[src/rtl/acc_dec_pkg.sv]
// Constants and types shared by the accumulator group decoder and its ALU.
`default_nettype none
package acc_dec_pkg;

  // Width of a cycle count.
  localparam int CYC_W = 5;

  // Clock cycles per instruction class.
  localparam logic [4:0] CYC_REG        = 5'h04;
  localparam logic [4:0] CYC_MEM        = 5'h07;
  localparam logic [4:0] CYC_IMM        = 5'h07;
  localparam logic [4:0] CYC_ROT        = 5'h04;
  localparam logic [4:0] CYC_RET_SHORT  = 5'h05;
  localparam logic [4:0] CYC_RET_LONG   = 5'h0b;
  localparam logic [4:0] CYC_CALL_SHORT = 5'h0b;
  localparam logic [4:0] CYC_CALL_LONG  = 5'h11;
  localparam logic [4:0] CYC_UNSUP      = 5'h04;
  // Count at which the last-cycle result is latched.
  localparam logic [4:0] CYC_LATCH      = 5'h02;

  // Register field codes.
  localparam logic [2:0] FIELD_MEM = 3'h6;
  localparam logic [2:0] FIELD_ACC = 3'h7;

  // Opcode group prefixes in bits 7:6.
  localparam logic [1:0] GRP_ROT = 2'h0;
  localparam logic [1:0] GRP_REG = 2'h2;
  localparam logic [1:0] GRP_IMM = 2'h3;
  // Low three bits that mark the immediate, rotate and conditional rows.
  localparam logic [2:0] LOW_IMM  = 3'h6;
  localparam logic [2:0] LOW_ROT  = 3'h7;
  localparam logic [2:0] LOW_RET  = 3'h0;
  localparam logic [2:0] LOW_CALL = 3'h4;

  // Flag bit positions in the flag vector.
  localparam int FLAG_C = 0;
  localparam int FLAG_P = 1;
  localparam int FLAG_Z = 2;
  localparam int FLAG_S = 3;
  localparam int FLAG_W = 4;

  // Operation codes in bits 5:3 of the accumulator group.
  localparam logic [2:0] OPF_SUB  = 3'h2;
  localparam logic [2:0] OPF_SUBB = 3'h3;
  localparam logic [2:0] OPF_AND  = 3'h4;
  localparam logic [2:0] OPF_XOR  = 3'h5;
  localparam logic [2:0] OPF_OR   = 3'h6;
  localparam logic [2:0] OPF_COMP = 3'h7;

  typedef enum logic [3:0] {
    ALU_NONE = 4'h0,
    ALU_SUB  = 4'h1,
    ALU_SUBB = 4'h2,
    ALU_AND  = 4'h3,
    ALU_XOR  = 4'h4,
    ALU_OR   = 4'h5,
    ALU_COMP = 4'h6,
    ALU_ROL  = 4'h7,
    ALU_ROR  = 4'h8,
    ALU_RCL  = 4'h9,
    ALU_RCR  = 4'ha
  } alu_op_t;

  typedef enum logic [1:0] {
    SRC_REG = 2'h0,
    SRC_MEM = 2'h1,
    SRC_ACC = 2'h2,
    SRC_IMM = 2'h3
  } src_t;

  // Gray coded along idle, execute, done.
  typedef enum logic [1:0] {
    ST_IDLE = 2'b00,
    ST_EXEC = 2'b01,
    ST_DONE = 2'b11
  } state_t;

endpackage
`default_nettype wire

[src/rtl/alu_if.sv]
// Operand and result bundle between the decoder and its ALU.
`default_nettype none
interface alu_if;
  import acc_dec_pkg::*;
  alu_op_t    op;
  logic [7:0] a;
  logic [7:0] b;
  logic       cin;
  logic [7:0] result;
  logic       cout;
  logic       acc_we;
  logic       carry_we;
  modport ctrl (output op, output a, output b, output cin,
                input result, input cout, input acc_we, input carry_we);
  modport alu  (input op, input a, input b, input cin,
                output result, output cout, output acc_we,
                output carry_we);
endinterface
`default_nettype wire

[src/rtl/accumulator_op_decoder.sv]
// Accumulator group opcode decoder with cycle sequencing and result latch.
//
// What this block does
// - Register field picks register, memory or accumulator.
// - Conditional rows pick short or long count.
// - Subtract register/memory, optional borrow, 4/7 cycles.
// - Subtract immediate byte, optional borrow, 7 cycles.
// - Register logic/compare in 4 cycles, compare no accumulator write.
// - Memory logic or compare takes 7 cycles.
// - Immediate logic/compare 7 cycles, compare keeps accumulator.
// - Rotate left/right, circular or via carry, 4 cycles.
`default_nettype none
module accumulator_op_decoder
  import acc_dec_pkg::*;
(
  input  wire logic                    clk,
  input  wire logic                    rst,
  input  wire logic                    op_valid,
  output logic                         op_ready,
  input  wire logic [7:0]              opcode,
  input  wire logic [7:0]              imm_byte,
  input  wire logic [7:0]              reg_data,
  input  wire logic [7:0]              mem_data,
  input  wire logic [7:0]              acc_in,
  input  wire logic [acc_dec_pkg::FLAG_W-1:0] flags_in,
  output logic [2:0]                   reg_index,
  output acc_dec_pkg::src_t            src_sel,
  output logic [acc_dec_pkg::CYC_W-1:0] cycles,
  output logic                         cond_taken,
  output logic                         unsupported,
  output logic                         done,
  output logic [7:0]                   acc_out,
  output logic                         acc_we,
  output logic [acc_dec_pkg::FLAG_W-1:0] flags_out,
  output logic                         flags_we
);

  import acc_dec_pkg::*;

  // Maps a three-bit register field onto its operand source.
  function automatic src_t field_src(input logic [2:0] f);
    if (f == FIELD_MEM)
      return SRC_MEM;
    else if (f == FIELD_ACC)
      return SRC_ACC;
    else
      return SRC_REG;
  endfunction

  // Tests a condition code against the flags: NZ Z NC C PO PE P M.
  function automatic logic cond_met(input logic [2:0] ccc,
                                    input logic [FLAG_W-1:0] f);
    logic bit_v;
    bit_v = 1'b0;
    case (ccc[2:1])
      2'h0:    bit_v = f[FLAG_Z];
      2'h1:    bit_v = f[FLAG_C];
      2'h2:    bit_v = f[FLAG_P];
      default: bit_v = f[FLAG_S];
    endcase
    return ccc[0] ? bit_v : ~bit_v;
  endfunction

  // Even parity flag is set when the result has an even number of ones.
  function automatic logic parity_even(input logic [7:0] v);
    return ~(^v);
  endfunction

  state_t                state_r;
  state_t                state_nxt;
  logic [CYC_W-1:0]      count_r;
  logic [CYC_W-1:0]      cycles_r;
  alu_op_t               op_r;
  logic [7:0]            a_r;
  logic [7:0]            b_r;
  logic                  cin_r;
  logic [FLAG_W-1:0]     flags_r;
  logic [2:0]            reg_index_r;
  src_t                  src_r;
  logic                  taken_r;
  logic                  unsup_r;
  logic                  done_r;
  logic [7:0]            acc_out_r;
  logic                  acc_we_r;
  logic [FLAG_W-1:0]     flags_out_r;
  logic                  flags_we_r;

  alu_if alu_bus ();

  acc_alu u_alu (
    .bus (alu_bus)
  );

  // Field slices of the incoming opcode.
  wire logic [1:0] grp     = opcode[7:6];
  wire logic [2:0] mid     = opcode[5:3];
  wire logic [2:0] low     = opcode[2:0];
  wire logic       acc_grp = (mid >= OPF_SUB);

  // Row classification.
  wire logic is_reg_op = (grp == GRP_REG) && acc_grp;
  wire logic is_imm_op = (grp == GRP_IMM) && (low == LOW_IMM) && acc_grp;
  wire logic is_rot_op = (grp == GRP_ROT) && (low == LOW_ROT) && !mid[2];
  wire logic is_ret_cc = (grp == GRP_IMM) && (low == LOW_RET);
  wire logic is_cal_cc = (grp == GRP_IMM) && (low == LOW_CALL);
  wire logic cond_ok   = cond_met(mid, flags_in);

  // Source of the second operand.
  wire src_t dec_src = is_imm_op ? SRC_IMM : field_src(low);

  // Memory rows take longer than register rows.
  wire logic [CYC_W-1:0] reg_cycles =
    (dec_src == SRC_MEM) ? CYC_MEM : CYC_REG;

  // Cycle count per row; conditional rows depend on the flags.
  wire logic [CYC_W-1:0] dec_cycles =
    is_reg_op ? reg_cycles :
    is_imm_op ? CYC_IMM :
    is_rot_op ? CYC_ROT :
    is_ret_cc ? (cond_ok ? CYC_RET_LONG : CYC_RET_SHORT) :
    is_cal_cc ? (cond_ok ? CYC_CALL_LONG : CYC_CALL_SHORT) :
    CYC_UNSUP;

  // Operation code handed to the ALU.
  wire alu_op_t dec_op =
    (is_reg_op || is_imm_op) ?
      ((mid == OPF_SUB) ? ALU_SUB :
       (mid == OPF_SUBB) ? ALU_SUBB :
       (mid == OPF_AND) ? ALU_AND :
       (mid == OPF_XOR) ? ALU_XOR :
       (mid == OPF_OR)  ? ALU_OR  : ALU_COMP) :
    is_rot_op ?
      ((mid[1:0] == 2'h0) ? ALU_ROL :
       (mid[1:0] == 2'h1) ? ALU_ROR :
       (mid[1:0] == 2'h2) ? ALU_RCL : ALU_RCR) :
    ALU_NONE;

  // Operand selected by the decoded source.
  wire logic [7:0] dec_b =
    (dec_src == SRC_IMM) ? imm_byte :
    (dec_src == SRC_MEM) ? mem_data :
    (dec_src == SRC_ACC) ? acc_in : reg_data;

  wire logic accept  = op_valid && (state_r == ST_IDLE);
  wire logic latch_r = (state_r == ST_EXEC) && (count_r == CYC_LATCH);

  // The ALU sees operands captured at accept, so inputs may change after.
  assign alu_bus.op  = op_r;
  assign alu_bus.a   = a_r;
  assign alu_bus.b   = b_r;
  assign alu_bus.cin = cin_r;

  // Zero, sign and parity follow the ALU value; carry comes from the ALU.
  wire logic [FLAG_W-1:0] new_flags = {alu_bus.result[7],
                                       (alu_bus.result == 8'h00),
                                       parity_even(alu_bus.result),
                                       alu_bus.cout};
  wire logic [7:0] compare_diff = a_r - b_r;
  wire logic [FLAG_W-1:0] compare_flags = {compare_diff[7],
                                           (compare_diff == 8'h00),
                                           parity_even(compare_diff),
                                           alu_bus.cout};
  wire logic is_compare = (op_r == ALU_COMP);
  wire logic is_rot = (op_r >= ALU_ROL) && (op_r <= ALU_RCR);
  // Rotates change only the carry bit of the flag vector.
  wire logic [FLAG_W-1:0] res_flags =
    is_compare ? compare_flags :
    is_rot ? {flags_r[FLAG_W-1:1], alu_bus.cout} : new_flags;

  // Sequencer: idle, count out the instruction, one done cycle.
  always_comb
  begin
    state_nxt = state_r;
    case (state_r)
      ST_IDLE: state_nxt = accept ? ST_EXEC : ST_IDLE;
      ST_EXEC: state_nxt = latch_r ? ST_DONE : ST_EXEC;
      ST_DONE: state_nxt = ST_IDLE;
      default: state_nxt = ST_IDLE;
    endcase
  end

  // State and countdown.
  always_ff @(posedge clk)
  begin
    if (rst)
    begin
      state_r <= ST_IDLE;
      count_r <= '0;
    end
    else
    begin
      state_r <= state_nxt;
      if (accept)
        count_r <= dec_cycles - 5'h01;
      else if (state_r == ST_EXEC)
        count_r <= count_r - 5'h01;
    end
  end

  // Capture of the decoded instruction at accept.
  always_ff @(posedge clk)
  begin
    if (rst)
    begin
      op_r        <= ALU_NONE;
      a_r         <= 8'h00;
      b_r         <= 8'h00;
      cin_r       <= 1'b0;
      flags_r     <= '0;
      cycles_r    <= '0;
      reg_index_r <= 3'h0;
      src_r       <= SRC_REG;
      taken_r     <= 1'b0;
      unsup_r     <= 1'b0;
    end
    else if (accept)
    begin
      op_r        <= dec_op;
      a_r         <= acc_in;
      b_r         <= dec_b;
      cin_r       <= flags_in[FLAG_C];
      flags_r     <= flags_in;
      cycles_r    <= dec_cycles;
      reg_index_r <= low;
      src_r       <= dec_src;
      taken_r     <= (is_ret_cc || is_cal_cc) && cond_ok;
      unsup_r     <= (dec_op == ALU_NONE) && !is_ret_cc && !is_cal_cc;
    end
  end

  // Results land in the last cycle of the instruction as a one-cycle pulse.
  always_ff @(posedge clk)
  begin
    if (rst)
    begin
      done_r      <= 1'b0;
      acc_out_r   <= 8'h00;
      acc_we_r    <= 1'b0;
      flags_out_r <= '0;
      flags_we_r  <= 1'b0;
    end
    else
    begin
      done_r     <= latch_r;
      acc_we_r   <= latch_r && alu_bus.acc_we;
      flags_we_r <= latch_r && alu_bus.carry_we;
      if (latch_r)
      begin
        acc_out_r   <= alu_bus.acc_we ? alu_bus.result : a_r;
        flags_out_r <= res_flags;
      end
    end
  end

  assign op_ready    = (state_r == ST_IDLE);
  assign reg_index   = reg_index_r;
  assign src_sel     = src_r;
  assign cycles      = cycles_r;
  assign cond_taken  = taken_r;
  assign unsupported = unsup_r;
  assign done        = done_r;
  assign acc_out     = acc_out_r;
  assign acc_we      = acc_we_r;
  assign flags_out   = flags_out_r;
  assign flags_we    = flags_we_r;

endmodule // accumulator_op_decoder
`default_nettype wire

[src/rtl/acc_alu.sv]
// Combinational accumulator ALU for subtract, logic and rotate operations.
`default_nettype none
module acc_alu
  import acc_dec_pkg::*;
(
  alu_if.alu bus
);

  logic [8:0] diff;
  logic       borrow_in;

  // The borrow input is the carry flag only for the with-borrow form.
  assign borrow_in = (bus.op == ALU_SUBB) ? bus.cin : 1'b0;
  assign diff = {1'b0, bus.a} - {1'b0, bus.b} - {8'h00, borrow_in};

  // Result, carry and write enables per operation.
  always_comb
  begin
    bus.result   = bus.a;
    bus.cout     = bus.cin;
    bus.acc_we   = 1'b0;
    bus.carry_we = 1'b0;
    case (bus.op)
      ALU_SUB, ALU_SUBB:
      begin
        bus.result   = diff[7:0];
        bus.cout     = diff[8];
        bus.acc_we   = 1'b1;
        bus.carry_we = 1'b1;
      end
      ALU_COMP:
      begin
        bus.cout     = diff[8];
        bus.carry_we = 1'b1;
      end
      ALU_AND, ALU_XOR, ALU_OR:
      begin
        bus.result   = (bus.op == ALU_AND) ? (bus.a & bus.b) :
                       (bus.op == ALU_XOR) ? (bus.a ^ bus.b) :
                       (bus.a | bus.b);
        bus.cout     = 1'b0; // Logic operations clear the carry.
        bus.acc_we   = 1'b1;
        bus.carry_we = 1'b1;
      end
      ALU_ROL, ALU_ROR, ALU_RCL, ALU_RCR:
      begin
        bus.result   = (bus.op == ALU_ROL) ? {bus.a[6:0], bus.a[7]} :
                       (bus.op == ALU_ROR) ? {bus.a[0], bus.a[7:1]} :
                       (bus.op == ALU_RCL) ? {bus.a[6:0], bus.cin} :
                       {bus.cin, bus.a[7:1]};
        bus.cout     = (bus.op == ALU_ROL || bus.op == ALU_RCL) ?
                       bus.a[7] : bus.a[0];
        bus.acc_we   = 1'b1;
        bus.carry_we = 1'b1;
      end
      default:
      begin
        bus.result = bus.a;
      end
    endcase
  end

endmodule // acc_alu
`default_nettype wire

[config.mk]
export PLATFORM = sky130hd
export DESIGN_NAME = accumulator_op_decoder
export DESIGN_NICKNAME = d
export VERILOG_FILES = /design/src/rtl/acc_dec_pkg.sv /design/src/rtl/alu_if.sv /design/src/rtl/accumulator_op_decoder.sv /design/src/rtl/acc_alu.sv
export SDC_FILE = /design/constraint.sdc
export NUM_CORES = 1
export LEC_CHECK = 0
export BUFFER_PORTS_ARGS = -buffer_cell sky130_fd_sc_hd__buf_2
export CORE_UTILIZATION = 40
export DETAILED_ROUTE_END_ITERATION = 7
export PLACE_DENSITY = 0.62
export SYNTH_ARGS = -nofsm -noshare
export SYNTH_HDL_FRONTEND = slang
export SYNTH_SLANG_ARGS = --single-unit
[constraint.sdc]
create_clock -name clk -period 5 [get_ports clk]
set_input_delay 0 -clock clk [delete_from_list [all_inputs] [get_ports clk]]
set_output_delay 0 -clock clk [all_outputs]
set_load 0.01 [all_outputs]
# [Word-level counts from Yosys, hierarchy flattened]
# Index checks and enable logic that the tools add are counted.
# W data, S select, Z words.
[totals] register_bits=59 inputBits=47 output_inout_bits=28
[op_classes] n_addsub=5 order_cmp=3 n_eq_ne=29 muxes=45 bitwise_logic=6 n_reduce_logical=38
[ops] cell="$mux W8" count=9
[ops] cell="$mux W5" count=8
[ops] cell="$mux W4" count=6
[ops] cell="$pmux W8 S3" count=1
[ops] cell="$eq A3 B3 Y1 const B" count=6
[ops] cell="$mux W2" count=9
[ops] cell="$eq A4 B3 Y1 const B" count=4
[ops] cell="$logic_not A8 Y1" count=2
[ops] cell="$reduce_xor A8 Y1" count=2
[ops] cell="$logic_and A1 B1 Y1" count=15
[ops] cell="$eq A2 B2 Y1 const B" count=6
[ops] cell="$eq A4 B4 Y1 const B" count=3
[ops] cell="$reduce_or A10 Y1" count=1
[ops] cell="$sub A5 B1 Y5 const B" count=2
[ops] cell="$mux W3" count=3
[ops] cell="$reduce_or A9 Y1" count=1
[ops] cell="$sub A8 B8 Y9" count=1
[ops] cell="$sub A9 B1 Y9" count=1
[ops] cell="$and A8 B8 Y8" count=1
[ops] cell="$eq A2 B1 Y1 const B" count=4
[ops] cell="$eq A4 B2 Y1 const B" count=2
[ops] cell="$logic_not A2 Y1" count=4
[ops] cell="$or A8 B8 Y8" count=1
[ops] cell="$sub A8 B8 Y8" count=1
[ops] cell="19 further kinds" count=33

# [Logic depth before layout (Yosys ltp)]
# Gate-level depths: netlist (run 1).
[depth] ltp_word=12 mapped_depth=18

# [By module]
# Synthesis (run 1) repeated with hierarchy kept, for this count alone.
[unflattened] cells_unflattened=593 area_unflattened_um2=4659.5
[modules_own_cells] mod="accumulator_op_decoder" instances=1 cells_per_inst=405 area_per_inst_um2=3271.9
[modules_own_cells] mod="acc_alu" instances=1 cells_per_inst=188 area_per_inst_um2=1387.6

# [Worst setup path after synthesis (run 1)]
# Ideal clock, no wire load.
[synth_timing] path_kind="register -> register" from="reg op_r[2] (netlist: alu_bus.op[2])" to="reg flags_out_r[1] (netlist: flags_out[1])" setup_time_ns=0.065 arrival_ns=3.509 slack_ns=1.426 stages_incl_launch_ff=19 period_less_slack_ns=3.574 path_cell_list="dfxtp_1 -> buf_2 -> nor2_1 -> nand4_1 -> fa_1 -> inv_1 -> ha_1 -> o21ai_2 -> a211oi_2 -> or4b_4 -> a31oi_4 -> o21ai_1 -> ha_1 -> xnor2_1 -> xnor2_1 -> mux2i_1 -> o211ai_1 -> o21ai_0 -> nor2_1"
[synth_between] elab_chain_cells=9 word_cells_on_any_way=28
[synth_lines] element="start: declaration" line="accumulator_op_decoder.sv:73" text="alu_op_t op_r;"
[synth_lines] element="start signal: assignment" line="accumulator_op_decoder.sv:218" text="op_r <= dec_op;"
[synth_lines] element="branches (longest 8 deep; another with $sub A9 B1 Y9)"
[synth_lines] element="$mux W4 (*)" line="accumulator_op_decoder.sv:167" text="is_compare ? compare_flags :"
[synth_lines] element="end signal: assignment" line="accumulator_op_decoder.sv:250" text="flags_out_r <= res_flags;"
[synth_lines] element="end: declaration" line="accumulator_op_decoder.sv:85" text="logic [FLAG_W-1:0] flags_out_r;"
# Every way passes the cells marked *.
# A chain may end at the register's enable or synchronous reset.

# [Worst setup path after layout (run 1)]
[layout_timing] from="reg op_r[3] (netlist: alu_bus.op[3])" to="reg flags_out_r[1] (netlist: flags_out[1])"
# Same word-level chain as after synthesis.

==> impl_metrics.env, run 1 <==
export IMPL_drv_cap=0
export IMPL_synth_flop_cell="dfxtp_1"
export IMPL_rsz0062_at_grt="no"
export IMPL_dp_hpwl_um=9220
export IMPL_clock_sinks=58
export IMPL_start_kind="register"
export IMPL_ys_seq_area_share_pct=25.5
export IMPL_die_w_um=109
export IMPL_setup_tns_ps=0
export IMPL_cts_resized=0
export IMPL_track_usage_pct=21.7
export IMPL_vias=4390
export IMPL_area_delta_synth_final_pct=20.6
export IMPL_powerDensity_nw_per_um2=327
export IMPL_setup_viol=0
export IMPL_start_util_pct=41.4
export IMPL_via_per_inst=5.49
export IMPL_gp_congestion=0.937
export IMPL_worstPathMaxFanout=19
export IMPL_clock_latency_ps=330
export IMPL_period_needed_ps=4080
export IMPL_antenna_found_initial=0
export IMPL_irDropWorstVdd_mv=0.183
export IMPL_first_pass_iters=5
export IMPL_worstPathRequired_ps=5260
export IMPL_cts_tree="built"
export IMPL_cp_data_arrival_time_ps=4330
export IMPL_syn_area_per_cell_sq_um=7.88
export IMPL_status="finished, final reports clean"
export IMPL_synth_edf_count=0
export IMPL_p_leak_nw=2.24
export IMPL_drc=0
export IMPL_n_antenna_cell=0
export IMPL_first_global_vias=4058
export IMPL_worstHoldPathType="input pin to register"
export IMPL_netlist_instances=577
export IMPL_totalWireLength_um=12300
export IMPL_die_height_um=109
export IMPL_hold_depth=3
export IMPL_fin_skew_ps=6.56
export IMPL_wl_per_cell_um=15.4
export IMPL_power_frac_comb_pct=31.1
export IMPL_cts_root_buffer="clkbuf_16"
export IMPL_clockPowerShare_pct=39.7
export IMPL_cts_path_max_buffers=2
export IMPL_synth_most_common_cell="nand2_1"
export IMPL_criticalPathCategory="register to register"
export IMPL_end_kind="register"
export IMPL_yosys_area_top_type="dfxtp_1"
export IMPL_io_buffers=74
export IMPL_total_power_mw=1.79
export IMPL_synth_fp_nets=677
export IMPL_core_area_sq_um=11000
export IMPL_num_rows=38
export IMPL_intPower_mw=1.23
export IMPL_yosys_cell_types_count=73
export IMPL_fin_nets=755
export IMPL_synth_area_sq_um=4550
export IMPL_path_clk_slew_ps=60
export IMPL_synthArstFlopShare_pct=0
export IMPL_p_sw_mw=0.565
export IMPL_grt_pass1_wl_um=20100
export IMPL_ys_ff_latch=58
export IMPL_grt_max_degree=60
export IMPL_post_cts_buffers=0
export IMPL_hold_viol=0
export IMPL_p_sw_share_pct=31.5
export IMPL_synth_area_leaders="dfxtp_1, ha_1, nand2_1, a21oi_1, nor2_1"
export IMPL_drt_initial_drc_count=361
export IMPL_synth_top_cell_area_share_pct=25.5
export IMPL_overflow=0
export IMPL_fmax_mhz=245
export IMPL_ios=75
export IMPL_yosysWarnings=0
export IMPL_reg2regPathDepth=15
export IMPL_slew_viol_final=0
export IMPL_drive_gt1_share_pct=18.8
export IMPL_numCtsBuffers=9
export IMPL_pwr_share_seq_pct=29.2
export IMPL_synth_commonest_cells="nand2_1, nor2_1, dfxtp_1"
export IMPL_htree_levels=3
export IMPL_cts_hold_buf=16
export IMPL_drtAntennaViolNets=0
export IMPL_tightest_slew_ps=1120
export IMPL_die_area_sq_um=11800
export IMPL_maxSlewHeadroom_pct=25.1
export IMPL_period_share_pct=81.5
==> power by group through the flow <==
stage               Combinational (mW)  Sequential, mW  Clock [mW]
finish                           0.558           0.523       0.713
global route                     0.614           0.527       0.748
CTS                              0.555           0.523       0.723
detailed placement               0.543           0.533           0
global placement                 0.531           0.531           0
floorplan                        0.411           0.529           0
==> routing by layer <==
metal / wire length (um) / global-route usage [%] / vias to the layer above
met5: 0 / 0 / -
met4: 98 / 5.31 / 0
met3: 647 / 2.93 / 9
met2: 5490 / 34.9 / 159
met1: 6110 / 30.5 / 2010
li1: - / - / 2212
==> stage by stage <==
| step | hold WS (ps) | std cells | util (%) | setup WS, ps | cell area, sq um |
|---|---|---|---|---|---|
| 6_report | 5.61 | 800 | 50.0 | 924 | 5490 |
| 5_1_grt | 20.9 | 800 | 50.0 | 611 | 5490 |
| 4_1_cts | 0.305 | 800 | 50.0 | 948 | 5490 |
| 3_5_place_dp | 270 | 768 | 45.3 | 980 | 4980 |
| 3_3_place_gp | 259 | 768 | 45.3 | 1160 | 4980 |
| 2_1_floorplan | 84.2 | 577 | - | 1430 | 4550 |
==> layout make-up <==
| type | count | area, sq um |
|---|---|---|
| Clock buffer | 13 | 280 |
| Sequential cell | 58 | 1160 |
| Tap cell | 140 | 175 |
| Clock inverter | 3 | 68.8 |
| Fill cell | 1068 | 5500 |
| Inverter | 41 | 154 |
| Multi-Input combinational cell | 450 | 3080 |
| Timing Repair Buffer | 95 | 568 |
==> path summary, 6_finish.rpt <==
check / from / endpoint / slack, ps
worst max-delay path: alu_bus.op[3] / flags_out[1] / 920
worst min-delay path: imm_byte[3] / alu_bus.b[3] / 6
worst max register to register: alu_bus.op[3] / flags_out[1] / 920
worst min register to register: src_sel[1] / src_sel[1] / 450
==> worst max-delay path, stage by stage, from the launching register on <==
cell and delay (ps):
dfxtp_1 500, nor2_1 300, nand4_1 150, fa_1 450
fa_1 430, o21a_1 220, o221a_2 280, xor2_1 150
a221oi_1 430, ha_1 320, xnor2_1 200, xnor2_1 130
mux2i_1 80, o211ai_1 150, o21ai_0 100, nor2_1 110
==> flip-flops by register name (all words and copies together), names as in the netlist <==
name         cells
done             1
unsupported      1
state_r          2
acc_we           1
a_r              8
reg_index        3
flags_we         1
flags_r          4
count_r          5
alu_bus.op       4
src_sel          2
alu_bus.b        8
cycles           5
flags_out        4
cond_taken       1
acc_out          8
==> logic make-up after synthesis <==
group           after synthesis  share of synthesized area [%]
flops                        58                           25.5
xor+xnor                     21                           4.21
mux                          12                           3.19
compound gates              159                           23.6
fa+ha+maj                    53                           15.1
buf+inv                      69                           6.90
simple gates                205                           21.5
==> cells in the final DEF, fill, tap and decap left out, drive strengths merged, types with 3 or more instances in the layout <==
cell	n
a211oi	15
a21oi	50
a221oi	7
a222oi	5
a22oi	4
a31oi	3
buf	79
clkbuf	13
dfxtp	58
dlygate4sd3	16
fa	3
ha	50
inv	41
mux2i	11
nand2	83
nand2b	3
nand3	6
nand3b	7
nand4	6
nor2	61
nor2b	3
nor3	15
nor3b	3
o211ai	14
o21ai	29
o21bai	3
o22ai	10
or2	3
or2b	3
xnor2	15
xor2	6
(Power assumes the default switching activity.)
==> run 2: changes to the inputs <==
- PLACE_DENSITY: 0.62 -> 0.64
- clock period: 5 -> 3.3 ns (I/O delays scaled with it)
==> run 2 against run 1 <==
- the run now ends with negative setup slack left
- worst hold slack improved by 16 ps
- maximum frequency is 15% higher
- die area did not move
- sequential share of layout area fell by 1.6 points
- flip-flop and latch count unchanged
- non-clock buffer count grew 56
- register-to-register slack got worse by 1200 ps
- via count is 3.0% higher
==> impl_metrics.env, run 2 (same netlist as run 1, synthesis figures left out) <==
export IMPL_placed_area_sq_um=5380
export IMPL_drtAntennaViolNets=0
export IMPL_wl_per_cell_um=15.0
export IMPL_cp_data_arrival_time_ps=3720
export IMPL_p_sw_share_pct=32.0
export IMPL_clock_sinks=58
export IMPL_io_buffers=74
export IMPL_area_delta_synth_final_pct=30.4
export IMPL_clockPowerShare_pct=35.7
export IMPL_setup_ws_ps=-251
export IMPL_worstPathMaxFanout=2
export IMPL_cts_path_max_buffers=2
export IMPL_drt_initial_drc_count=315
export IMPL_status="finished, violations left"
export IMPL_first_global_vias=4340
export IMPL_powerDensity_nw_per_um2=466
export IMPL_layout_common_cells="nand2_1, buf_2, nor2_1"
export IMPL_die_w_um=109
export IMPL_finish_instance_area_sq_um=5930
export IMPL_worstPathRequired_ps=3470
export IMPL_ios=75
export IMPL_htree_levels=3
export IMPL_worstHoldPathType="input pin to register"
export IMPL_fillers=1023
export IMPL_mostFrequentLayoutCell="nand2_1"
export IMPL_antenna_found_initial=0
export IMPL_die_area_sq_um=11800
export IMPL_pwr_share_seq_pct=28.2
export IMPL_critPathSlowestCell="fa_2"
export IMPL_totalWireLength_um=12800
export IMPL_setup_tns_ps=-251
export IMPL_end_kind="register"
export IMPL_gp_congestion=0.917
export IMPL_path_buf_inv=0
export IMPL_period_share_pct=108
export IMPL_hold_depth=3
export IMPL_criticalPathCategory="register to register"
export IMPL_track_usage_pct=22.8
export IMPL_dp_hpwl_um=9880
export IMPL_p_sw_mw=0.885
export IMPL_first_pass_iters=5
export IMPL_crit_chain="nor2_4 > nand4_1 > fa_2 > fa_2 > o21a_1 > o221a_2 > xor2_1 > a221oi_2 > ha_2 > xnor2_2 > xnor2_1 > mux2i_1 > o211ai_1 > o21ai_1 > nor2_1"
export IMPL_reg2regPathDepth=15
export IMPL_start_util_pct=41.4
export IMPL_grt_pass1_wl_um=20900
export IMPL_irDropWorstVdd_mv=0.329
export IMPL_core_area_sq_um=11000
export IMPL_overflow=0
export IMPL_grt_max_degree=60
export IMPL_cts_root_buffer="clkbuf_16"
export IMPL_rsz0062_at_grt="yes"
export IMPL_start_kind="register"
export IMPL_n_antenna_cell=0
export IMPL_period_needed_ps=3550
export IMPL_maxSlewHeadroom_pct=30.3
export IMPL_drc=0
export IMPL_final_core_util_pct=54.0
export IMPL_path_common_cell="fa_2"
export IMPL_setup_viol=1
export IMPL_violations="negative setup slack"
export IMPL_cpPeakStageDelay_ps=410
export IMPL_p_leak_nw=2.51
export IMPL_slew_viol_final=0
export IMPL_cp_depth=15
export IMPL_num_rows=38
export IMPL_via_per_inst=5.28
export IMPL_drive_gt1_share_pct=26.1
export IMPL_crit_family="adder cells"
export IMPL_clock_latency_ps=330
export IMPL_power_frac_comb_pct=36.1
export IMPL_hold_viol=0
export IMPL_post_place_ws_ps=-250
export IMPL_tightest_slew_ps=1050
export IMPL_path_clk_slew_ps=50
export IMPL_numCtsBuffers=9
export IMPL_fin_nets=811
export IMPL_cts_tree="built"
export IMPL_vias=4523
export IMPL_fin_skew_ps=8.62
export IMPL_fmax_mhz=282
export IMPL_die_height_um=109
export IMPL_drv_cap=0
export IMPL_intPower_mw=1.88
==> run 2: cell types whose count changed in the layout (fill, tap and decap cells not counted), moves of 3 or more <==
cell / before / now
buf_4: 5 / 58
clkbuf_8: 4 / 0
dlygate4sd3_1: 16 / 19
o21ai_0: 22 / 19
o21ai_1: 6 / 9
==> run 2: layout make-up <==
| cell class | instances | area (sq um) | share of cell area, % |
|---|---|---|---|
| Multi-Input combinational cell | 450 | 3130 | 52.7 |
| Sequential cell | 58 | 1160 | 19.6 |
| Timing Repair Buffer | 151 | 996 | 16.8 |
| Clock buffer | 10 | 229 | 3.86 |
| Tap cell | 140 | 175 | 2.95 |
| Inverter | 41 | 154 | 2.59 |
| Clock inverter | 6 | 91.3 | 1.54 |
==> run 2: per-layer routing <==
layer	vias up	GRT usage, %	part of all wire, %
met4	0	6.56	1.2
li1	2311	-	-
met1	2050	31.0	49
met5	-	0	0
met3	13	4.00	5.3
met2	149	36.9	45
==> run 2: stage by stage <==
| stage | hold WS, ps | power [mW] | cells |
|---|---|---|---|
| 6_report | 21.8 | 2.76 | 856 |
| 3_5_place_dp | 264 | 1.74 | 819 |
| 3_3_place_gp | 260 | 1.73 | 819 |
| 5_1_grt | 34.2 | 2.93 | 856 |
| 4_1_cts | 7.49 | 2.78 | 855 |
| 2_1_floorplan | 84.2 | 1.43 | 577 |
==> run 2: worst min-delay path: cells and delay by family <==
| kind | cells | cell delay, ps |
|---|---|---|
| buffers and inverters | 1 | 80 |
| AO/OA/AOI/OAI | 2 | 230 |
==> run 2: timing repair <==
action / CTS / global route
setup endpoints to repair: 2 / 2
resized for setup: 6 / 5
pin swaps: 4 / 5
hold buffers: 19 / 0
setup buffers: 1 / 1
endpoints found under the hold margin: 19 / 0
==> run 2: power groups by stage <==
stage	combinational [mW]	clock [mW]	sequential (mW)
2_1_floorplan	0.627	0	0.802
6_report	0.998	0.987	0.778
3_3_place_gp	0.936	0	0.790
5_1_grt	1.11	1.04	0.783
4_1_cts	0.995	1.01	0.778
3_5_place_dp	0.953	0	0.792
==> run 2: final timing paths <==
kind,from,end,slack [ps]
setup reg to reg,alu_bus.op[2],flags_out[1],-250
setup / recovery,alu_bus.op[2],flags_out[1],-250
hold / removal,imm_byte[4],alu_bus.b[4],20
hold reg to reg,reg_index[1],reg_index[1],450
